[src/design/dio_pkg.sv]
/*
  constants shared by the module-bus digital i/o block: register offsets,
  status bit positions, reset values and cycle counts.
  assumes a 50 mhz reference clock and a 32-bit classic wishbone register bus.
*/
package dio_pkg;

  // ************************************************************
  // widths
  // ************************************************************
  localparam int unsigned CHANNELS = 32;
  localparam int unsigned GROUPS   = 4;
  localparam int unsigned ADDR_W   = 4;
  localparam int unsigned ERR_W    = 8;

  // ************************************************************
  // register byte offsets
  // ************************************************************
  localparam logic [7:0] OFS_TARGET     = 8'h00; // addressed module, 1..15
  localparam logic [7:0] OFS_DIRECTION  = 8'h04; // set_group_direction
  localparam logic [7:0] OFS_OUTPUTS    = 8'h08; // write_outputs
  localparam logic [7:0] OFS_CHANNELS   = 8'h0c; // read_channels
  localparam logic [7:0] OFS_WRITE_READ = 8'h10; // write_and_read_channels
  localparam logic [7:0] OFS_OUT_STATUS = 8'h14; // write_outputs_with_status
  localparam logic [7:0] OFS_STATUS     = 8'h18; // error status word
  localparam logic [7:0] OFS_INIT       = 8'h1c; // module_initialize
  localparam logic [7:0] OFS_WD_CONFIG  = 8'h20; // watchdog_configure
  localparam logic [7:0] OFS_WD_RELOAD  = 8'h24; // watchdog_reload

  // ************************************************************
  // status word bit positions
  // ************************************************************
  localparam int unsigned ST_PARITY   = 0;
  localparam int unsigned ST_OVERRUN  = 1;
  localparam int unsigned ST_TIMEOUT  = 2;
  localparam int unsigned ST_WATCHDOG = 3;
  localparam int unsigned ST_HEAT_LO  = 6;
  localparam int unsigned ST_HEAT_HI  = 7;

  // watchdog config fields
  localparam int unsigned WD_EN_BIT = 31;
  localparam int unsigned WD_MS_W   = 17; // 0..131071 ms

  // ************************************************************
  // reset values and answers
  // ************************************************************
  localparam logic [31:0]        UNREACHABLE  = 32'hffffffff; // -1
  localparam logic [GROUPS-1:0]  DIR_RESET    = 4'h0;
  localparam logic [WD_MS_W-1:0] WD_START_MS  = 17'h0000a;     // 10 ms
  localparam logic [ADDR_W-1:0]  SHARED_ADDR  = 4'h1;

  // ************************************************************
  // timing
  // ************************************************************
  localparam int unsigned CLK_MHZ     = 50;
  localparam int unsigned FILTER_NS   = 12000;
  localparam int unsigned FILTER_CYC  = (FILTER_NS * CLK_MHZ + 999) / 1000;
  localparam int unsigned WD_TICK_MS  = 1;
  localparam int unsigned MS_CYC      = WD_TICK_MS * CLK_MHZ * 1000;
  localparam int unsigned FILT_CNT_W  = 10;

endpackage

[src/design/module_bus_digital_io.sv]
/*
  32-channel digital i/o module reached as a wishbone slave: group direction,
  output latch, filtered read-back, sticky error status and a link watchdog.
  assumes channel pins, overheat flags and the address strap are asynchronous
  and that transfer error events come from logic on ref_clk_i.
*/
// Contract
// - each of four direction bits sets eight channels; 0 input, 1 output.
// - direction word bits 31 to 4 have no effect.
// - module initialize makes all channels inputs until direction is rewritten.
// - output word bit n drives channel n+1; 0 low, 1 high.
// - output bits for input channels are ignored.
// - channel read returns sensed level of every channel, bit n is channel n+1.
// - each channel level passes a filter of about twelve microseconds.
// - status bits 0,1,2 report parity, overrun and timeout errors.
// - watchdog expiry sets status bit 3 and switches off all drivers.
// - overheat sets bit 6 or 7 and disables that bank's driver.
// - status 0 means ok, positive the error bits, -1 unreachable.
// - a module answers only commands with its own address, 1 to 15; combined write-read is taken by a module strapped to 1 whatever the target.
// - combined write-read reloads the watchdog and leaves it enabled.
// - an output write variant also returns the error status word.
// - enabled watchdog counts down; at zero module stops, outputs reset.
// - at power-up the watchdog starts enabled with ten milliseconds.
// - module initialize clears latched overheat and timeout errors.
`timescale 1ns/1ps

module module_bus_digital_io #(
  parameter int unsigned MS_CYCLES = dio_pkg::MS_CYC
) (
  input  wire logic        ref_clk_i,
  input  wire logic        rstn_i,
  input  wire logic        ce_i,
  input  wire logic        wb_cyc_i,
  input  wire logic        wb_stb_i,
  input  wire logic        wb_we_i,
  input  wire logic [7:0]  wb_adr_i,
  input  wire logic [3:0]  wb_sel_i,
  input  wire logic [31:0] wb_dat_i,
  output logic      [31:0] wb_dat_o,
  output logic             wb_ack_o,
  input  wire logic [3:0]  module_addr_i,
  input  wire logic [31:0] chan_in_i,
  output logic      [31:0] chan_out_o,
  output logic      [31:0] chan_oe_n_o,
  input  wire logic        low_bank_overheat_i,
  input  wire logic        high_bank_overheat_i,
  input  wire logic        parity_err_i,
  input  wire logic        overrun_err_i,
  input  wire logic        timeout_err_i
);

  // ************************************************************
  // declarations
  // ************************************************************
  localparam int unsigned PINS = dio_pkg::CHANNELS + 2 + dio_pkg::ADDR_W;

  logic [PINS-1:0]                 pin_meta_ff;
  logic [PINS-1:0]                 pin_sync_ff;
  logic [31:0]                     chan_sync;
  logic                            heat_lo_sync;
  logic                            heat_hi_sync;
  logic [dio_pkg::ADDR_W-1:0]      own_addr;

  logic [31:0]                     filt_lvl_ff;
  logic [dio_pkg::ADDR_W-1:0]      target_ff;
  logic [dio_pkg::GROUPS-1:0]      dir_ff;
  logic [31:0]                     out_ff;
  logic [31:0]                     oe_n_ff;
  logic [dio_pkg::ERR_W-1:0]       err_ff;
  logic [dio_pkg::ERR_W-1:0]       snap_err_ff;
  logic                            wd_en_ff;
  logic [dio_pkg::WD_MS_W-1:0]     wd_start_ff;
  logic [dio_pkg::WD_MS_W-1:0]     wd_cnt_ff;
  logic [31:0]                     wd_pre_ff;
  logic                            ack_ff;
  logic [31:0]                     rdat_ff;

  logic                            req;
  logic                            wr;
  logic [31:0]                     byte_mask;
  logic                            addressed;
  logic                            shared_ok;
  logic                            cmd_dir;
  logic                            cmd_out;
  logic                            cmd_wr_rd;
  logic                            cmd_out_st;
  logic                            cmd_init;
  logic                            cmd_wd_cfg;
  logic                            cmd_wd_rld;
  logic                            wd_tick;
  logic                            wd_fire;
  logic [31:0]                     dir_mask;
  logic [31:0]                     out_mask;
  logic [dio_pkg::ERR_W-1:0]       err_set;
  logic [dio_pkg::ERR_W-1:0]       err_clr;
  logic [31:0]                     status_word;
  logic [31:0]                     nxt_rdat;

  // ************************************************************
  // pin synchronisers
  // ************************************************************

  // two flops for every asynchronous input
  always_ff @(posedge ref_clk_i) begin
    if (!rstn_i) begin
      pin_meta_ff <= '0;
      pin_sync_ff <= '0;
    end else if (ce_i) begin
      pin_meta_ff <= {module_addr_i, high_bank_overheat_i, low_bank_overheat_i, chan_in_i};
      pin_sync_ff <= pin_meta_ff;
    end
  end

  assign chan_sync    = pin_sync_ff[31:0];
  assign heat_lo_sync = pin_sync_ff[32];
  assign heat_hi_sync = pin_sync_ff[33];
  assign own_addr     = pin_sync_ff[PINS-1:34];

  // ************************************************************
  // input filter, one per channel
  // ************************************************************
  genvar gi;
  generate
    for (gi = 0; gi < dio_pkg::CHANNELS; gi++) begin : g_filt
      logic [dio_pkg::FILT_CNT_W-1:0] cnt_ff;

      // level must differ for the whole filter time before it is taken
      always_ff @(posedge ref_clk_i) begin
        if (!rstn_i) begin
          cnt_ff         <= '0;
          filt_lvl_ff[gi] <= 1'b0;
        end else if (ce_i) begin
          if (chan_sync[gi] == filt_lvl_ff[gi]) begin
            cnt_ff <= '0;
          end else if (cnt_ff == dio_pkg::FILT_CNT_W'(dio_pkg::FILTER_CYC - 1)) begin
            cnt_ff          <= '0;
            filt_lvl_ff[gi] <= chan_sync[gi];
          end else begin
            cnt_ff <= cnt_ff + 1'b1;
          end
        end
      end

      // each direction bit covers eight channels
      assign dir_mask[gi] = dir_ff[gi / 8];
    end
  endgenerate

  // ************************************************************
  // bus decode
  // ************************************************************

  // a request is taken once; ack closes it
  assign req       = wb_cyc_i && wb_stb_i && !ack_ff;
  assign wr        = req && wb_we_i;
  assign byte_mask = {{8{wb_sel_i[3]}}, {8{wb_sel_i[2]}}, {8{wb_sel_i[1]}}, {8{wb_sel_i[0]}}};

  // commands only reach this module when its strap matches; combined write-read needs only a strap of 1
  assign addressed = (own_addr != '0) && (target_ff == own_addr);
  assign shared_ok = (own_addr == dio_pkg::SHARED_ADDR);

  // one decoded strobe per command word
  assign cmd_dir    = wr && addressed && (wb_adr_i == dio_pkg::OFS_DIRECTION);
  assign cmd_out    = wr && addressed && (wb_adr_i == dio_pkg::OFS_OUTPUTS);
  assign cmd_wr_rd  = wr && shared_ok && (wb_adr_i == dio_pkg::OFS_WRITE_READ);
  assign cmd_out_st = wr && addressed && (wb_adr_i == dio_pkg::OFS_OUT_STATUS);
  assign cmd_init   = wr && addressed && (wb_adr_i == dio_pkg::OFS_INIT);
  assign cmd_wd_cfg = wr && addressed && (wb_adr_i == dio_pkg::OFS_WD_CONFIG);
  assign cmd_wd_rld = wr && addressed && (wb_adr_i == dio_pkg::OFS_WD_RELOAD);

  // target module register
  always_ff @(posedge ref_clk_i) begin
    if (!rstn_i) begin
      target_ff <= '0;
    end else if (ce_i && wr && wb_sel_i[0] && (wb_adr_i == dio_pkg::OFS_TARGET)) begin
      target_ff <= wb_dat_i[dio_pkg::ADDR_W-1:0];
    end
  end

  // ************************************************************
  // direction and output latch
  // ************************************************************

  // only the four low bits steer direction
  always_ff @(posedge ref_clk_i) begin
    if (!rstn_i) begin
      dir_ff <= dio_pkg::DIR_RESET;
    end else if (ce_i) begin
      if (cmd_init) begin
        dir_ff <= dio_pkg::DIR_RESET;
      end else if (cmd_dir && wb_sel_i[0]) begin
        dir_ff <= wb_dat_i[dio_pkg::GROUPS-1:0];
      end
    end
  end

  // output write touches only bits of output groups
  assign out_mask = dir_mask & byte_mask;

  always_ff @(posedge ref_clk_i) begin
    if (!rstn_i) begin
      out_ff <= '0;
    end else if (ce_i) begin
      if (wd_fire || err_ff[dio_pkg::ST_WATCHDOG]) begin
        out_ff <= '0;
      end else if (cmd_out || cmd_wr_rd || cmd_out_st) begin
        out_ff <= (out_ff & ~out_mask) | (wb_dat_i & out_mask);
      end
    end
  end

  // driver enables: direction, watchdog and bank overheat
  always_ff @(posedge ref_clk_i) begin
    if (!rstn_i) begin
      oe_n_ff <= '1;
    end else if (ce_i) begin
      oe_n_ff <= ~(dir_mask
                   & {32{!err_ff[dio_pkg::ST_WATCHDOG]}}
                   & {{16{!err_ff[dio_pkg::ST_HEAT_HI]}},
                      {16{!err_ff[dio_pkg::ST_HEAT_LO]}}});
    end
  end

  assign chan_out_o  = out_ff;
  assign chan_oe_n_o = oe_n_ff;

  // ************************************************************
  // watchdog
  // ************************************************************

  // millisecond prescaler feeding the countdown
  always_ff @(posedge ref_clk_i) begin
    if (!rstn_i) begin
      wd_pre_ff <= '0;
    end else if (ce_i) begin
      if (wd_tick) begin
        wd_pre_ff <= '0;
      end else begin
        wd_pre_ff <= wd_pre_ff + 1'b1;
      end
    end
  end

  assign wd_tick = (wd_pre_ff == 32'(MS_CYCLES - 1));
  assign wd_fire = wd_en_ff && !err_ff[dio_pkg::ST_WATCHDOG] && (wd_cnt_ff == '0);

  // enable, start value and counter
  always_ff @(posedge ref_clk_i) begin
    if (!rstn_i) begin
      wd_en_ff    <= 1'b1;
      wd_start_ff <= dio_pkg::WD_START_MS;
      wd_cnt_ff   <= dio_pkg::WD_START_MS;
    end else if (ce_i) begin
      if (cmd_wd_cfg) begin
        wd_en_ff    <= wb_dat_i[dio_pkg::WD_EN_BIT];
        wd_start_ff <= wb_dat_i[dio_pkg::WD_MS_W-1:0];
        wd_cnt_ff   <= wb_dat_i[dio_pkg::WD_MS_W-1:0];
      end else if (cmd_wr_rd) begin
        wd_en_ff  <= 1'b1;
        wd_cnt_ff <= wd_start_ff;
      end else if (cmd_wd_rld) begin
        wd_cnt_ff <= wd_start_ff;
      end else if (wd_en_ff && wd_tick && (wd_cnt_ff != '0)) begin
        wd_cnt_ff <= wd_cnt_ff - 1'b1;
      end
    end
  end

  // ************************************************************
  // error status
  // ************************************************************

  // hardware events, sticky until module initialize
  always_comb begin
    err_set                       = '0;
    err_set[dio_pkg::ST_PARITY]   = parity_err_i;
    err_set[dio_pkg::ST_OVERRUN]  = overrun_err_i;
    err_set[dio_pkg::ST_TIMEOUT]  = timeout_err_i;
    err_set[dio_pkg::ST_WATCHDOG] = wd_fire;
    err_set[dio_pkg::ST_HEAT_LO]  = heat_lo_sync;
    err_set[dio_pkg::ST_HEAT_HI]  = heat_hi_sync;
  end

  assign err_clr = cmd_init ? '1 : '0;

  // set wins over a clear in the same cycle
  always_ff @(posedge ref_clk_i) begin
    if (!rstn_i) begin
      err_ff <= '0;
    end else if (ce_i) begin
      err_ff <= (err_ff & ~err_clr) | err_set;
    end
  end

  assign status_word = {24'h000000, err_ff};

  // status snapshot taken with the output write with status
  always_ff @(posedge ref_clk_i) begin
    if (!rstn_i) begin
      snap_err_ff <= '0;
    end else if (ce_i && cmd_out_st) begin
      snap_err_ff <= err_ff;
    end
  end

  // ************************************************************
  // read mux and acknowledge
  // ************************************************************

  // unreachable module answers all ones on command words, but zero on module initialize
  always_comb begin
    nxt_rdat = 32'h00000000;
    unique case (wb_adr_i)
      dio_pkg::OFS_TARGET:     nxt_rdat = {28'h0000000, target_ff};
      dio_pkg::OFS_DIRECTION:  nxt_rdat = addressed ? {28'h0000000, dir_ff} : dio_pkg::UNREACHABLE;
      dio_pkg::OFS_OUTPUTS:    nxt_rdat = addressed ? out_ff : dio_pkg::UNREACHABLE;
      dio_pkg::OFS_CHANNELS:   nxt_rdat = addressed ? filt_lvl_ff : dio_pkg::UNREACHABLE;
      dio_pkg::OFS_WRITE_READ: nxt_rdat = shared_ok ? filt_lvl_ff : dio_pkg::UNREACHABLE;
      dio_pkg::OFS_OUT_STATUS: nxt_rdat = addressed ? {24'h000000, snap_err_ff}
                                                    : dio_pkg::UNREACHABLE;
      dio_pkg::OFS_STATUS:     nxt_rdat = addressed ? status_word : dio_pkg::UNREACHABLE;
      dio_pkg::OFS_WD_CONFIG:  nxt_rdat = addressed ? {wd_en_ff, 14'h0000, wd_start_ff}
                                                    : dio_pkg::UNREACHABLE;
      dio_pkg::OFS_WD_RELOAD:  nxt_rdat = addressed ? {15'h0000, wd_cnt_ff}
                                                    : dio_pkg::UNREACHABLE;
      default:                 nxt_rdat = 32'h00000000;
    endcase
  end

  // one wait-free cycle: ack and data the edge after the request
  always_ff @(posedge ref_clk_i) begin
    if (!rstn_i) begin
      ack_ff  <= 1'b0;
      rdat_ff <= '0;
    end else if (ce_i) begin
      ack_ff <= req;
      if (req && !wb_we_i) begin
        rdat_ff <= nxt_rdat;
      end
    end
  end

  assign wb_ack_o = ack_ff;
  assign wb_dat_o = rdat_ff;

endmodule

[config.mk]
export PLATFORM = sky130hd
export DESIGN_NAME = module_bus_digital_io
export DESIGN_NICKNAME = d
export VERILOG_FILES = /design/src/design/dio_pkg.sv /design/src/design/module_bus_digital_io.sv
export SDC_FILE = /design/constraint.sdc
export NUM_CORES = 2
export LEC_CHECK = 0
export BUFFER_PORTS_ARGS = -buffer_cell sky130_fd_sc_hd__clkbuf_2
export CAP_MARGIN = 20
export CORE_MARGIN = 3
export CORE_UTILIZATION = 66
export CTS_CLUSTER_DIAMETER = 50
export CTS_CLUSTER_SIZE = 28
export DETAILED_ROUTE_END_ITERATION = 16
export PLACE_DENSITY_LB_ADDON = 0.25
export SYNTH_ARGS = -nofsm -noshare
export SYNTH_HDL_FRONTEND = slang
export SYNTH_SLANG_ARGS = --single-unit
[constraint.sdc]
create_clock -name ref_clk_i -period 6 [get_ports ref_clk_i]
set_input_delay 1.2 -clock ref_clk_i [delete_from_list [all_inputs] [get_ports ref_clk_i]]
set_output_delay 1.2 -clock ref_clk_i [all_outputs]
set_load 0.01 [all_outputs]
### Yosys cells after proc, flatten, opt, wreduce, memory -nomap -nowiden

Cells that the tools add are included.

* latch bits: 0
* logic and storage cells: 393
* memories kept: 0
* output and inout port bits: 97
* bits in registers: 616
* memory bits (writable): 0
* input port bits: 91
* memory bits (read-only): 0

* eq/ne operators: 76
* reductions and logical operators: 77
* $mul: 0
* bitwise gates (word level): 43
* shift operators: 0
* mux-type cells: 85
* order comparisons: 0
* divide/modulo/power cells: 0
* $add $sub $neg: 34

Operators with widths (count)
* $mux W10: 64
* $mux W32: 11
* $add A10 B1 Y10 const B: 32
* $eq A10 B10 Y1 const B: 32
* $pmux W32 S9: 1
* $and A32 B32 Y32: 5
* $reduce_and A3 Y1: 32
* $mux W17: 4
* $not A32 Y32: 2
* $add A32 B1 Y32 const B: 1
* $eq A1 B1 Y1: 32
* $eq A32 B16 Y1 const B: 1
* $eq A8 B5 Y1 const B: 4
* $not A1 Y1: 32
* $or A32 B32 Y32: 1
* $logic_and A1 B1 Y1: 23
* $logic_not A17 Y1: 1
* $reduce_bool A17 Y1: 1
* $sub A17 B1 Y17 const B: 1
* $eq A8 B4 Y1 const B: 2
* $eq A8 B6 Y1 const B: 2
* $reduce_and A2 Y1: 6
* $and A8 B8 Y8: 1
* $eq A8 B3 Y1 const B: 1
* other kinds (12): 23

### Logic depth before layout (Yosys ltp)

* depth after elaboration: 9
* gate-level depth with buffers: 10
* depth with buffers taken out: 8

### Worst setup path before layout

Ideal clock, no wire load.

* path type: input -> register
* from: input wb_adr_i[7]
* to: register wd_cnt_ff[10] in the netlist's numbering
* path buffers: 3
* library setup time: 0.133 ns
* data arrival time: 3.253 ns
* setup slack: 2.615 ns
* stages on the path: 9
* required time: 5.867 ns
* cell sequence: buf_2 or4b_4 buf_6 or4_4 o31a_4 buf_6 mux2_4 mux2i_1 a21oi_1

* longest elaborated chain between the ends: 5
* elaborated cells on any way between the ends: 11
* classes of those cells: eq/ne (3); mux (3); reduce/logical (5)

RTL lines
* start: declaration: line module_bus_digital_io.sv:36 `input wire logic [7:0] wb_adr_i,`
* $eq A8 B6 Y1: line module_bus_digital_io.sv:169 `assign cmd_wd_rld = wr && addressed && (wb_adr_i == dio_pkg::OFS_WD_RELOAD);`
* $logic_and A1 B1 Y1: line module_bus_digital_io.sv:169
* $mux W17: line module_bus_digital_io.sv:261 `end else if (cmd_wd_rld) begin`
* $mux W17: line module_bus_digital_io.sv:258 `end else if (cmd_wr_rd) begin`
* $mux W17: line module_bus_digital_io.sv:254 `if (cmd_wd_cfg) begin`
* end signal: assignment: line module_bus_digital_io.sv:257 `wd_cnt_ff <= wb_dat_i[dio_pkg::WD_MS_W-1:0];`
* end signal: assignment: line module_bus_digital_io.sv:260 `wd_cnt_ff <= wd_start_ff;`
* end signal: assignment: line module_bus_digital_io.sv:262 `wd_cnt_ff <= wd_start_ff;`
* end: declaration: line module_bus_digital_io.sv:73 `logic [dio_pkg::WD_MS_W-1:0] wd_cnt_ff;`

Several ways; a longest one is shown, not always the timed one.
A chain may end at the register's enable or synchronous reset.

==> qor.yml <==
worst_setup_path:
  worstSetupPathType: "input port to register"
  crit_arrival_ps: 4190
  worst_setup_path_end_kind: "register"
  setup.worst_path.start: "ce_i"
  worst_setup_path_start_kind: "input port"
  r2r_start: "wb_ack_o"
  worstPathMaxFanout: 109
  worst_ep_required_time_ps: 6520
power_and_ir_drop:
  power_density_mw_per_mm2: 245.4
  power_leakage_nw: 12.27
  vdd_drop_max_mv: 0.2873
route:
  detailedRoute.firstPassIterationCount: 6
  initialDrtViolationCount: 2646
  via_count: 26770
  wire_per_inst_um: 17.44
  drt.antenna.violating_nets: 0
  drt-vias-per-instance: 6.215
  route.final.wire_length_mm: 75.11
  count_of_unresolved_drc_violations_after_routing: 0
cts:
  htreeDepth: 2
  ctsHoldBuffers: 0
  clock_sink_count: 588
  numCtsBuffers: 47
  clk_root_buffer_cell: "sky130_fd_sc_hd__clkbuf_16"
  clk_latency_ps: 610
  tritoncts: "built"
  cts.path.max_buffers: 3
  cts.repair.resized: 0
  path_clk_slew_ps: 80
  post_cts_buffers: 0
logic_synthesis:
  async_reset_ff_share_pct: 0
  ys_seq_area_share_pct: 40.79
  postSynth.topFlopCell: "sky130_fd_sc_hd__dfxtp_1"
  netlist-cell-type-count: 77
  mappedNetlistArea_mm2: 0.02886
  synth_warnings: 0
  synth.top_cells.by_area: "sky130_fd_sc_hd__dfxtp_1 41%, sky130_fd_sc_hd__nor2_1 7.6%, sky130_fd_sc_hd__a21oi_1 5.9%, sky130_fd_sc_hd__o21ai_0 5.3%, sky130_fd_sc_hd__mux2i_1 4.5%"
  synth_edf_count: 0
  cell_accounting_for_the_most_synthesized_area: "sky130_fd_sc_hd__dfxtp_1"
  synth_top_area_share_pct: 40.79
  synth_seq_cells: 588
  synth.net_count: 3780
  postSynthAreaPerCell_um2: 7.898
  netlist_instances: 3654
timing:
  maxSlewHeadroom_pct: 24.85
  timing.final.crit_share_pct: 61.08
  finalWorstPathRequiredPeriod_ps: 3665
  timing_worst_slew_pin_value_ps: 1127
  setup-violations-final: 0
  clock_skew_ps: 23.58
  max_freq_mhz: 272.9
  finalHoldViolations: 0
  grt_setup_unrepaired: "no"
  tns_ps: 0
  slew_violations: 0
layout:
  postLayoutCellArea_mm2: 0.03163
  multi_input_comb_area_mm2: 0.01581
  fillerInstances: 3281
  final_layout_size_suffix_gt1_share_pct: 10.08
  area_growth_syn_to_layout_pct: 9.607
  number_of_non_filler_instances_in_the_completed_layout: 4307
  layout.cells.most_common_list: "588 x sky130_fd_sc_hd__dfxtp_1, 582 x sky130_fd_sc_hd__nor2_1, 341 x sky130_fd_sc_hd__a21oi_1"
  sequential_cell_area_mm2: 0.01177
  leading_cell_type_in_the_layout_fill_and_taps_excluded: "sky130_fd_sc_hd__dfxtp_1"
  finalNetCount: 3816
floorplanning:
  start_util_pct: 67.74
  io_pins: 188
  die_width_um: 215.1
  placementRows: 75
  die_span_in_y_um: 215.1
  core_region_area_mm2: 0.04260
  die_area_mm2: 0.04627
place:
  portBuffers: 187
  placed_cells_incl_taps: 4216
  placed_cell_area_mm2: 0.02984
  hpwl_mm: 50.91
  gpl.final_weighted_congestion: 0.9971
status:
  outcome: "completed"
global_route:
  grt_start_max_net_pins: 130
  grt_pass1_vias: 25009
  globalRoute.totalOverflow: 0
  global_route_wire_length_before_repair_mm: 123.5
  grt_util_all_layers_pct: 31.41
  antenna_found_initial: 1
worst_hold_path:
  min-delay-path-class: "register to register"
  worst_hold_startpoint: "wb_dat_o[22]"
run:
  max_cap_viol_count: 0
[per-layer routing]
metal | vias up | GRT usage [%] | part of all wire, %
li1 | 12999 | - | -
met1 | 12700 | 41.06 | 42
met2 | 935 | 52.92 | 47
met3 | 136 | 5.099 | 8.0
met4 | 0 | 11.08 | 2.9
met5 | - | 0 | 0
[critical path, stage by stage]
cell and delay, ps:
sky130_fd_sc_hd__buf_8 560, sky130_fd_sc_hd__clkinv_2 640, sky130_fd_sc_hd__buf_12 400, sky130_fd_sc_hd__or3_1 640
sky130_fd_sc_hd__or3b_2 530, sky130_fd_sc_hd__a21oi_1 150
[cells in the mapped netlist (all sizes together), types with 7 or more instances]
library cell / n
o2bb2ai: 13
nor2b: 7
clkbuf: 186
nor2: 584
a21o: 25
nand2b: 15
nor4: 67
inv: 72
or4: 7
buf: 54
a22oi: 34
ha: 35
nand3: 135
o311ai: 13
xnor2: 42
nand4: 26
nor3b: 164
or3: 26
nand3b: 11
a211oi: 10
xor2: 44
nor4bb: 18
nor3: 88
and3: 152
dfxtp: 588
and4: 20
o21ai: 307
a21oi: 341
a21boi: 7
and2: 23
or2: 10
mux2i: 130
nand2: 279
a31oi: 27
or3b: 21
o211ai: 7
[metrics by stage]
stage	total power [W]	utilization (%)	hold WS (ps)	worst slack, ps
floorplan	0.004286	-	440.0	2615
global placement	0.004393	70.04	433.2	1940
global route	0.008010	74.25	472.3	2210
finish	0.007761	74.25	457.5	2335
detailed placement	0.004408	70.04	440.5	1802
CTS	0.007807	74.14	458.3	2412
[state kept, by name, indices dropped and copies added, names as in the netlist, 17 cells and up]
name and cells:
wd_cnt_ff 17, wd_start_ff 17, pin_sync_ff 38, wb_dat_o 32
filt_lvl_ff 32, pin_meta_ff 38, wd_pre_ff 32, chan_out_o 32
g_filt.cnt_ff 320
[power breakdown]
group          internal, W  switching [W]
logic             0.000112       0.000259
clock network      0.00174        0.00170
registers          0.00393      0.0000278
total              0.00578        0.00198
[kinds of logic after synthesis]
| logic type | count (synthesis) | share of synthesized area [%] |
|---|---|---|
| compound gates | 828 | 16.15 |
| fa+ha+maj | 35 | 1.517 |
| mux | 135 | 4.743 |
| flops | 588 | 40.79 |
| simple gates | 1670 | 29.66 |
| buf+inv | 312 | 4.535 |
| xor+xnor | 86 | 2.610 |
[worst paths after layout]
| check | endpoint | slack, ps | cells after the start |
|---|---|---|---|
| min | wb_dat_o[22] | 460 | 1 |
| min reg2reg | wb_dat_o[22] | 460 | 1 |
| max reg2reg | chan_out_o[19] | 3190 | 6 |
| max | g_filt[8].cnt_ff[6] | 2340 | 6 |
[layout make-up]
class / instances / share of cell area (%)
multi-input cells: 2754 / 49.99
flip-flops and latches: 588 / 37.21
repair buffers: 227 / 4.106
clock buffers: 49 / 3.841
well taps: 577 / 2.282
clock inverters: 39 / 1.681
inverters: 72 / 0.8821
diodes: 1 / 0.007911
No activity file was read; power rests on OpenSTA's default activity.
